===== src/servo_cmd_params.svh =====
// Bit positions, mode codes and timing figures for the command input block.
// Assumes the includer compiles it once; guarded against double inclusion.
`ifndef SERVO_CMD_PARAMS_SVH
`define SERVO_CMD_PARAMS_SVH

`define PAR_W              16
`define SW1_FWD_IGNORE     4'h2
`define SW1_REV_IGNORE     4'h3
`define SW1_STOP_B0        4'h6
`define SW1_STOP_B1        4'h8
`define SW1_STOP_B2        4'h9
`define SW1_PIN15_INHIBIT  4'hF
`define SW2_DUAL_SPEED     4'h2
`define SW2_MODE_LSB       4'h3
`define SW2_MODE_MSB       4'h5
`define SW2_CLR_EDGE       4'hA
`define SW2_INVERT         4'hD
`define MODE_PULSE_DIR     3'h0
`define MODE_FWD_REV       3'h1
`define MODE_QUAD_X1       3'h2
`define MODE_QUAD_X2       3'h3
`define MODE_QUAD_X4       3'h4
`define SPD_CODE_ONE       2'h1
`define SPD_CODE_TWO       2'h2
`define SPD_CODE_THREE     2'h3
`define CLR_MIN_NS         20000
`define CLK_PERIOD_NS      4
`define CLR_CNT_W          16

`endif


===== src/servo_cmd_pkg.sv =====
// Types shared by the command input block and its environment.
// Assumes servo_cmd_params.svh is on the include path.
`include "servo_cmd_params.svh"

package servo_cmd_pkg;

  typedef enum logic [2:0] {
    PULSE_DIR, FWD_REV, QUAD_X1, QUAD_X2, QUAD_X4, MODE_ILLEGAL
  } pulse_mode_t;

  typedef struct packed {
    logic phase_a;
    logic phase_b;
  } pulse_pair_t;

  typedef struct packed {
    logic               active;
    logic               reverse;
    logic [`PAR_W-1:0]  value;
  } speed_out_t;

  function automatic pulse_mode_t decode_mode(input logic [2:0] code);
    case (code)
      `MODE_PULSE_DIR: decode_mode = PULSE_DIR;
      `MODE_FWD_REV:   decode_mode = FWD_REV;
      `MODE_QUAD_X1:   decode_mode = QUAD_X1;
      `MODE_QUAD_X2:   decode_mode = QUAD_X2;
      `MODE_QUAD_X4:   decode_mode = QUAD_X4;
      default:         decode_mode = MODE_ILLEGAL;
    endcase
  endfunction

endpackage


===== src/servo_command_input_logic.sv =====
// Command pulse decode, deviation counter, clear input, overtravel,
// dual-use limit/speed inputs and alarm reset of a pulse-train driver.
// Assumes all inputs are synchronous to clk_sys_i (250 MHz).
//
// Overview of operation
// - Drive in a direction allowed only while its overtravel input is on or ignored.
// - Prohibited drive stops with the method set by word one bits 6,8,9.
// - An overtravel stop never raises the alarm.
// - Word one bits 2 and 3 set make the overtravel inputs ignored.
// - Position loop is off during an overtravel stop.
// - Word two bit 2 clear: dual inputs are current limits with own values.
// - Word two bit 2 set: dual inputs pick preset speed, pin 15 direction.
// - Alarm clears when the alarm reset input turns on.
// - Counter clear empties the counter and disables the position loop.
// - Counter clear acts only after being held at least 20 us.
// - Word two bit A picks level or rising-edge clear sensing.
// - Mode bits 5..3: pulse+direction, fwd/rev pulses, quadrature.
// - Quadrature codes count one, two or four steps per cycle.
// - Word two bit d inverts the command input polarity.
// - First pair is pulse/reverse/A, second is direction/forward/B.
// - Command timing is the same in negative logic.
// - Pulse stop selected and on: command pulses are ignored.
`timescale 1ns/1ps
`include "servo_cmd_params.svh"

module servo_command_input_logic #(
  parameter int DEV_W       = 32,
  parameter int CLR_MIN_CYC =
    (`CLR_MIN_NS + `CLK_PERIOD_NS - 1) / `CLK_PERIOD_NS
) (
  input  wire logic                       clk_sys_i,
  input  wire logic                       rst_i,
  input  wire logic [`PAR_W-1:0]          setup_word_one_i,
  input  wire logic [`PAR_W-1:0]          setup_word_two_i,
  input  wire servo_cmd_pkg::pulse_pair_t cmd_pair_i,
  input  wire logic                       counter_clear_in_i,
  input  wire logic                       fwd_overtravel_in_i,
  input  wire logic                       rev_overtravel_in_i,
  input  wire logic                       fwd_current_limit_in_i,
  input  wire logic                       rev_current_limit_in_i,
  input  wire logic                       pin15_in_i,
  input  wire logic                       alarm_reset_in_i,
  input  wire logic                       alarm_event_i,
  input  wire logic [`PAR_W-1:0]          fwd_ext_limit_value_i,
  input  wire logic [`PAR_W-1:0]          rev_ext_limit_value_i,
  input  wire logic [`PAR_W-1:0]          preset_speed_one_i,
  input  wire logic [`PAR_W-1:0]          preset_speed_two_i,
  input  wire logic [`PAR_W-1:0]          preset_speed_three_i,
  output logic signed [DEV_W-1:0]         deviation_count_o,
  output logic                            counter_clear_o,
  output logic                            position_loop_en_o,
  output logic                            fwd_drive_en_o,
  output logic                            rev_drive_en_o,
  output logic                            ot_stop_o,
  output logic [2:0]                      stop_method_o,
  output logic                            alarm_o,
  output logic                            fwd_limit_active_o,
  output logic [`PAR_W-1:0]               fwd_limit_value_o,
  output logic                            rev_limit_active_o,
  output logic [`PAR_W-1:0]               rev_limit_value_o,
  output servo_cmd_pkg::speed_out_t       speed_o
);

  localparam logic [`CLR_CNT_W-1:0] CLR_CNT = CLR_MIN_CYC[`CLR_CNT_W-1:0];
  localparam int CLR_CHK = CLR_MIN_CYC;

  if (DEV_W < 8 || CLR_MIN_CYC < 1 ||
      CLR_MIN_CYC > ((1 << `CLR_CNT_W) - 1)) begin : g_chk
    $error("Unsupported DEV_W or CLR_MIN_CYC");
  end

  servo_cmd_pkg::pulse_mode_t mode;
  servo_cmd_pkg::pulse_pair_t pair_q;
  servo_cmd_pkg::pulse_pair_t pair_d;
  logic                       invert;
  logic                       dual_speed;
  logic                       inhibit_sel;
  logic                       inhibit;
  logic                       step_fwd;
  logic                       step_rev;
  logic                       raw_fwd;
  logic                       raw_rev;
  logic                       a_edge;
  logic                       b_edge;
  logic [`CLR_CNT_W-1:0]      clr_hi_cnt;
  logic                       clr_qual;
  logic                       clr_qual_d;
  logic                       clear_now;
  logic                       allow_fwd;
  logic                       allow_rev;
  logic                       next_ot_stop;
  logic                       alarm_reset_d;
  logic [1:0]                 spd_code;

  assign mode        = servo_cmd_pkg::decode_mode(
                         setup_word_two_i[`SW2_MODE_MSB:`SW2_MODE_LSB]);
  assign invert      = setup_word_two_i[`SW2_INVERT];
  assign dual_speed  = setup_word_two_i[`SW2_DUAL_SPEED];
  assign inhibit_sel = !dual_speed && setup_word_one_i[`SW1_PIN15_INHIBIT];

  always_ff @(posedge clk_sys_i or posedge rst_i) begin
    if (rst_i) begin
      pair_q <= '0;
      pair_d <= '0;
    end else begin
      pair_q <= cmd_pair_i ^ {invert, invert};
      pair_d <= pair_q;
    end
  end

  assign a_edge = pair_q.phase_a != pair_d.phase_a;
  assign b_edge = pair_q.phase_b != pair_d.phase_b;

  always_comb begin
    raw_fwd = 1'b0;
    raw_rev = 1'b0;
    unique case (mode)
      servo_cmd_pkg::PULSE_DIR: begin
        if (a_edge && pair_q.phase_a) begin
          raw_fwd = pair_q.phase_b;
          raw_rev = !pair_q.phase_b;
        end
      end
      servo_cmd_pkg::FWD_REV: begin
        raw_fwd = b_edge && pair_q.phase_b;
        raw_rev = a_edge && pair_q.phase_a;
      end
      servo_cmd_pkg::QUAD_X1: begin
        if (a_edge && !b_edge && pair_q.phase_a) begin
          raw_fwd = !pair_q.phase_b;
          raw_rev = pair_q.phase_b;
        end
      end
      servo_cmd_pkg::QUAD_X2: begin
        if (a_edge && !b_edge) begin
          raw_fwd = pair_q.phase_a != pair_q.phase_b;
          raw_rev = pair_q.phase_a == pair_q.phase_b;
        end
      end
      servo_cmd_pkg::QUAD_X4: begin
        if (a_edge && !b_edge) begin
          raw_fwd = pair_q.phase_a != pair_q.phase_b;
          raw_rev = pair_q.phase_a == pair_q.phase_b;
        end else if (b_edge && !a_edge) begin
          raw_fwd = pair_q.phase_b == pair_q.phase_a;
          raw_rev = pair_q.phase_b != pair_q.phase_a;
        end
      end
      servo_cmd_pkg::MODE_ILLEGAL: begin
        raw_fwd = 1'b0;
        raw_rev = 1'b0;
      end
    endcase
  end

  assign inhibit  = inhibit_sel && pin15_in_i;
  assign step_fwd = raw_fwd && !raw_rev && !inhibit;
  assign step_rev = raw_rev && !raw_fwd && !inhibit;

  always_ff @(posedge clk_sys_i or posedge rst_i) begin
    if (rst_i) begin
      clr_hi_cnt <= '0;
    end else if (!counter_clear_in_i) begin
      clr_hi_cnt <= '0;
    end else if (clr_hi_cnt != CLR_CNT) begin
      clr_hi_cnt <= clr_hi_cnt + 1'b1;
    end
  end

  assign clr_qual = counter_clear_in_i && (clr_hi_cnt == CLR_CNT);

  always_ff @(posedge clk_sys_i or posedge rst_i) begin
    if (rst_i) begin
      clr_qual_d <= 1'b0;
    end else begin
      clr_qual_d <= clr_qual;
    end
  end

  assign clear_now = setup_word_two_i[`SW2_CLR_EDGE] ?
                     (clr_qual && !clr_qual_d) : clr_qual;

  always_ff @(posedge clk_sys_i or posedge rst_i) begin
    if (rst_i) begin
      deviation_count_o <= '0;
      counter_clear_o   <= 1'b0;
    end else begin
      counter_clear_o <= clear_now;
      if (clear_now) begin
        deviation_count_o <= '0;
      end else if (step_fwd) begin
        deviation_count_o <= deviation_count_o + 1'b1;
      end else if (step_rev) begin
        deviation_count_o <= deviation_count_o - 1'b1;
      end
    end
  end

  assign allow_fwd = fwd_overtravel_in_i ||
                     setup_word_one_i[`SW1_FWD_IGNORE];
  assign allow_rev = rev_overtravel_in_i ||
                     setup_word_one_i[`SW1_REV_IGNORE];
  assign next_ot_stop =
    (deviation_count_o > 0 && !allow_fwd) ||
    (deviation_count_o < 0 && !allow_rev);

  always_ff @(posedge clk_sys_i or posedge rst_i) begin
    if (rst_i) begin
      fwd_drive_en_o     <= 1'b0;
      rev_drive_en_o     <= 1'b0;
      ot_stop_o          <= 1'b0;
      stop_method_o      <= '0;
      position_loop_en_o <= 1'b0;
    end else begin
      fwd_drive_en_o     <= allow_fwd;
      rev_drive_en_o     <= allow_rev;
      ot_stop_o          <= next_ot_stop;
      stop_method_o      <= {setup_word_one_i[`SW1_STOP_B2],
                             setup_word_one_i[`SW1_STOP_B1],
                             setup_word_one_i[`SW1_STOP_B0]};
      position_loop_en_o <= !clear_now && !next_ot_stop;
    end
  end

  always_ff @(posedge clk_sys_i or posedge rst_i) begin
    if (rst_i) begin
      alarm_o       <= 1'b0;
      alarm_reset_d <= 1'b0;
    end else begin
      alarm_reset_d <= alarm_reset_in_i;
      if (alarm_event_i) begin
        alarm_o <= 1'b1;
      end else if (alarm_reset_in_i && !alarm_reset_d) begin
        alarm_o <= 1'b0;
      end
    end
  end

  assign spd_code = {rev_current_limit_in_i, fwd_current_limit_in_i};

  always_ff @(posedge clk_sys_i or posedge rst_i) begin
    if (rst_i) begin
      fwd_limit_active_o <= 1'b0;
      rev_limit_active_o <= 1'b0;
      fwd_limit_value_o  <= '0;
      rev_limit_value_o  <= '0;
      speed_o            <= '0;
    end else begin
      fwd_limit_active_o <= !dual_speed && fwd_current_limit_in_i;
      rev_limit_active_o <= !dual_speed && rev_current_limit_in_i;
      fwd_limit_value_o  <= fwd_ext_limit_value_i;
      rev_limit_value_o  <= rev_ext_limit_value_i;
      speed_o.active     <= dual_speed && (spd_code != 2'h0);
      speed_o.reverse    <= dual_speed && pin15_in_i;
      unique case (spd_code)
        `SPD_CODE_ONE:   speed_o.value <= preset_speed_one_i;
        `SPD_CODE_TWO:   speed_o.value <= preset_speed_two_i;
        `SPD_CODE_THREE: speed_o.value <= preset_speed_three_i;
        default:         speed_o.value <= '0;
      endcase
    end
  end
endmodule


===== config.mk =====
export PLATFORM = sky130hd
export DESIGN_NAME = servo_command_input_logic
export DESIGN_NICKNAME = d
export VERILOG_FILES = /design/src/servo_cmd_pkg.sv /design/src/servo_command_input_logic.sv
export VERILOG_INCLUDE_DIRS = /design/src
export SDC_FILE = /design/constraint.sdc
export NUM_CORES = 1
export LEC_CHECK = 0
export ABC_AREA = 1
export BUFFER_PORTS_ARGS = -buffer_cell sky130_fd_sc_hd__buf_2
export CAP_MARGIN = 25
export CORE_AREA = 2 2 140 142
export CTS_CLUSTER_DIAMETER = 120
export DETAILED_ROUTE_END_ITERATION = 10
export DIE_AREA = 0 0 142 144
export GPL_TIMING_DRIVEN = 0
export HOLD_SLACK_MARGIN = 0.12
export MAX_ROUTING_LAYER = met4
export PLACE_DENSITY = 0.63
export SLEW_MARGIN = 15
export SYNTH_ARGS = -nofsm -noshare
export SYNTH_HDL_FRONTEND = slang
export SYNTH_SLANG_ARGS = --single-unit

===== constraint.sdc =====
create_clock -name clk_sys_i -period 4.15 [get_ports clk_sys_i]
set_input_delay 0.415 -clock clk_sys_i [delete_from_list [all_inputs] [get_ports clk_sys_i]]
set_output_delay 0.415 -clock clk_sys_i [all_outputs]
set_load 0.02 [all_outputs]

After elaboration in Yosys (flattened, before gate mapping)

Index checks and enable logic that the tools add are counted.

$add $sub $neg: 3
Magnitude comparators: 2
Eq/ne operators: 21
Multiplexer cells: 22
Bitwise logic cells: 1
Reduce and logical (&&, ||, !) cells: 42

Operator list:

| operator              | count |
|---|---|
| $mux 32               | 3 |
| $pmux 16 s3           | 1 |
| $add 32x1->32 const B | 1 |
| $gt 32x1->1 const B   | 1 |
| $lt 32x1->1 const B   | 1 |
| $mux 16               | 2 |
| $sub 32x1->32 const B | 1 |
| $logic_and 1x1->1     | 21 |
| $add 16x1->16 const B | 1 |
| $eq 16x13->1 const B  | 1 |
| $ne 16x13->1 const B  | 1 |
| $pmux 3 s5            | 1 |
| $logic_not 1->1       | 13 |
| $mux 1                | 13 |
| $eq 3x2->1 const B    | 4 |
| $pmux 1 s6            | 2 |
| $eq 3x3->1 const B    | 3 |
| $eq 3x1->1 const B    | 2 |
| $logic_not 3->1       | 2 |
| $eq 2x2->1 const B    | 2 |
| $ne 1x1->1            | 4 |
| $reduce_bool 2->1     | 2 |
| $logic_or 1x1->1      | 3 |
| $reduce_bool 3->1     | 1 |
| other kinds (4)       | 5 |

Register bits: 115
Input bits: 124
Word-level logic and storage cells: 113

Longest topological paths before layout

Depth after elaboration: 12
Depth in mapped cells: 23
Mapped depth without buffers: 23

Worst setup path after synthesis

No wires, ideal clock.

Path kind: register to register
From: reg pair_q[1] (netlist name)
To: reg deviation_count_o[17]
Data arrival time: 2.929 ns
Required time: 4.024 ns
Path slack: 1.095 ns
Stages on the path, launching flop included: 20
Path through: dfrtp_1 ha_1 inv_1 nand2_1 nand3b_1 nand3_2 nor2_4 nand3_4 ha_1 nand2_1 nor2_1 inv_1 nor3_1 nand2_1 nand2_1 nand2_1 nand3_1 nand2_1 nand2_1 o21ai_0

Word-level cells in the longest chain between the ends: 11

RTL lines:

| item                            | RTL line                         | RTL |
|---|---|---|
| from (decl)                     | servo_command_input_logic.sv:73  | `servo_cmd_pkg::pulse_pair_t pair_q;` |
| from (signal assigned)          | servo_command_input_logic.sv:106 | `pair_q <= cmd_pair_i ^ {invert, invert};` |
| $ne 1x1->1                      | servo_command_input_logic.sv:111 | `assign a_edge = pair_q.phase_a != pair_d.phase_a;` |
| $logic_not 1->1                 | servo_command_input_logic.sv:144 | `end else if (b_edge && !a_edge) begin` |
| $logic_and 1x1->1               | servo_command_input_logic.sv:144 |  |
| $mux 1                          | servo_command_input_logic.sv:144 |  |
| $mux 1                          | servo_command_input_logic.sv:141 | `if (a_edge && !b_edge) begin` |
| $pmux 1 s6                      | servo_command_input_logic.sv:117 | `unique case (mode)` |
| $logic_not 1->1                 | servo_command_input_logic.sv:157 | `assign step_fwd = raw_fwd && !raw_rev && !inhibit;` |
| $logic_and 1x1->1 (2 in series) | servo_command_input_logic.sv:157 |  |
| $mux 32                         | servo_command_input_logic.sv:191 | `end else if (step_fwd) begin` |
| $mux 32                         | servo_command_input_logic.sv:189 | `if (clear_now) begin` |
| to (signal assigned)            | servo_command_input_logic.sv:192 | `deviation_count_o <= deviation_count_o + 1'b1;` |
| to (signal assigned)            | servo_command_input_logic.sv:194 | `deviation_count_o <= deviation_count_o - 1'b1;` |
| to (decl)                       | servo_command_input_logic.sv:49  | `output logic signed [DEV_W-1:0] deviation_count_o,` |

Several ways; a longest one is shown, not always the timed one.
A chain may end at the register's enable or synchronous reset.

Final worst setup path

From: reg pair_q[1] (netlist name)
To: reg deviation_count_o[28]

The elaborated chain is that of the path after synthesis.

==> qor.csv <==
metric;value;unit
critPathMaxFanout;42;
wirelength;19100;um
post-dp-hpwl;14500;um
cts_tree;done;
holdPathStages;2;
synth.top_cell.area_share;0.439;
fp.dieH;144;um
hold_class;primary input to flop;
antenna_found_initial;0;
drcViolationCount;0;
portBuffers;194;
hold_buffers;37;
finalSetupViolCount;0;
numCtsBuffers;17;
gp_congestion;0.956;
die_area;0.0204;mm^2
root_buffer;clkbuf_16;
firstDrtPassIters;5;
clockBufferDepth;2;
grtUsageMet3;0.0397;
cts.sinks;115;
critPathLaunchType;flop;
vias;6396;
async_flop_share;1.00;
max_freq;0.267;GHz
dpl.cell_count;1270;
worstSetupEndpointType;flop;
tightest_slew;0.670;ns
seq_area_frac_synth;0.439;
cts_resized;0;
synth_cell_types;37;
num_rows;51;
wire_per_inst;14.3;um
grtUsageMet2;0.340;
fin_setup_tns;0;ns
synth_edf_count;0;
reg2reg_to;deviation_count_o[28]$_DFFE_PP0P_;
yosysTopAreaCell;dfrtp_1;
fin_nets;1254;
synth_most_common_cell;nand2_1;
avgSynthCellArea;7.82;um^2
rr_worst_depth;17;
antenna_cells;0;
slew_viol_final;0;
syn_inst;837;
routed_via_density;4.78;
syn-num-nets;1003;
critPathLaunch;pair_q[1]$_DFF_PP0_;
fin_area;0.00880;mm^2
drt_iter0_markers;354;
dpl_cell_area;0.00785;mm^2
hold_violations;0;
synth.cell_area;0.00655;mm^2
grt_max_degree;77;
detail-route-antenna-nets;0;
layout-drive-gt1-share;0.233;
grt.busiest_layer;met2;
final_cells;1339;
cts-htree-levels;4;
crit_required;4.45;ns
start_util;0.343;
synth-seq-cells;115;
path_clk_slew;0.06;ns
cap_violations;0;
crit_end;deviation_count_o[28]$_DFFE_PP0P_;
total_leakage_power;4.63;nW
grtUsageTotal;0.199;
path_class;flop to flop;
grt-ovfl-total;0;
area_growth;34.3;%
irDropWorstVdd;0.000351;V
synth_flop_cell;dfrtp_1;
finalClockSkew;0.0151;ns
yosys-top-cells-area;dfrtp_1 (44%), nand2_1 (13%), ha_1 (7.8%);
synth_warnings;0;
grt_pass1_wl;31100;um
fp.coreArea;0.0191;mm^2
arrival;4.04;ns
post-route-min-period;3.74;ns
cts_setup_buffers;0;
post-route-period-util;0.901;
grtUsageMet1;0.239;
status;finished, final reports clean;
timing.rr.start;pair_q[1]$_DFF_PP0_;
power_density;704;mW/mm^2
die_w;142;um
grt_pass1_vias;6398;
ioPinCount;217;
insertion_delay;0.42;ns
reg2reg_slack;0.41;ns
final_util;0.461;
synth_common_cells;nand2_1 (226), dfrtp_1 (115), inv_1 (99);
slew_headroom;0.549;
rsz0062_at_grt;no;
-- cell type report --
| cell class | instances | area, um^2 |
|---|---|---|
| Tap cell | 238 | 298 |
| Inverter | 102 | 388 |
| Buffer | 12 | 72.6 |
| Fill cell | 1842 | 10300 |
| Timing Repair Buffer | 232 | 1370 |
| Multi-Input combinational cell | 608 | 3220 |
| Clock inverter | 14 | 148 |
| Clock buffer | 18 | 429 |
| Sequential cell | 115 | 2880 |
-- cells by family after synthesis --
logic type	count (synthesis)	share of synthesized area
xor gates and xnor gates	19	0.0254
and+or+nand+nor	442	0.297
DFF	115	0.439
buffers and inverters	114	0.0695
adders and majority gates	42	0.0814
AOI/OAI and AO/OA	105	0.0873
-- power by group --
part	internal (mW)	switching, mW	total [mW]	leakage, nW
Clock	0.842	0.596	1.44	0.277
Sequential	1.32	0.188	1.51	1.42
Combinational	1.16	2.09	3.25	2.93
Total	3.32	2.87	6.19	4.63
-- worst min path at each step --
stage	from	to	slack (ns)
global route	cmd_pair_i[1]	pair_q[1]$_DFF_PP0_	0.17
detailed placement	pair_q[0]$_DFF_PP0_	pair_d[0]$_DFF_PP0_	0.44
finish	cmd_pair_i[1]	pair_q[1]$_DFF_PP0_	0.17
CTS	cmd_pair_i[1]	pair_q[1]$_DFF_PP0_	0.17
floorplan	pair_q[0]$_DFF_PP0_	pair_d[0]$_DFF_PP0_	0.42
global placement	pair_q[0]$_DFF_PP0_	pair_d[0]$_DFF_PP0_	0.45
-- placed cells by master, fill, tap and decap left out, drive strengths merged, types with 3 or more instances in the layout --
master and count:
o21ai 30, o21bai 5, nor4 4, nand4 17
xnor2 12, nand3 77, o22ai 16, or2 3
dfrtp 115, dlygate4sd3 37, nor2 82, clkinv 6
nor3 21, ha 41, xor2 7, nand2 231
nand3b 3, clkbuf 22, a21o 3, buf 203
inv 107, a21oi 48
-- sequential cells by signal, summed over array words and instances, names as in the netlist --
signal,cells
fwd_limit_active_o,1
clr_qual_d,1
deviation_count_o,32
rev_limit_value_o,16
rev_limit_active_o,1
fwd_drive_en_o,1
clr_hi_cnt,16
stop_method_o,3
speed_o,18
pair_d,2
position_loop_en_o,1
ot_stop_o,1
fwd_limit_value_o,16
alarm_o,1
alarm_reset_d,1
pair_q,2
counter_clear_o,1
rev_drive_en_o,1
-- metal layers --
layer	wire, um	vias to the layer above
li1	-	3250
met1	8480	2948
met2	9480	179
met3	895	19
met4	297	0
met5	0	-
-- stage by stage --
stage | worst slack, ns | hold WS, ns | power [mW]
final | 0.410 | 0.175 | 6.19
after global routing | 0.00207 | 0.173 | 6.70
after CTS | 0.383 | 0.169 | 6.20
after detailed placement | 0.381 | 0.444 | 4.70
after global placement | -0.709 | 0.446 | 4.68
after floorplan | 0.691 | 0.419 | 3.81
-- worst max-delay path: stages, from the launching register on --
cell      delay (ns)
dfrtp_1         0.42
ha_1            0.31
inv_1           0.04
nand2_1         0.10
nand3b_1        0.15
nand3_2         0.10
nor2_4          0.13
nand3_4         0.46
ha_1            0.59
nand2_1         0.11
o21ai_0         0.37
a21oi_1         0.14
o21bai_1        0.28
nand2_1         0.15
nand2_1         0.09
nand2_1         0.05
nand3_1         0.08
nand2_1         0.05
Power figures use the tool's default switching activity.
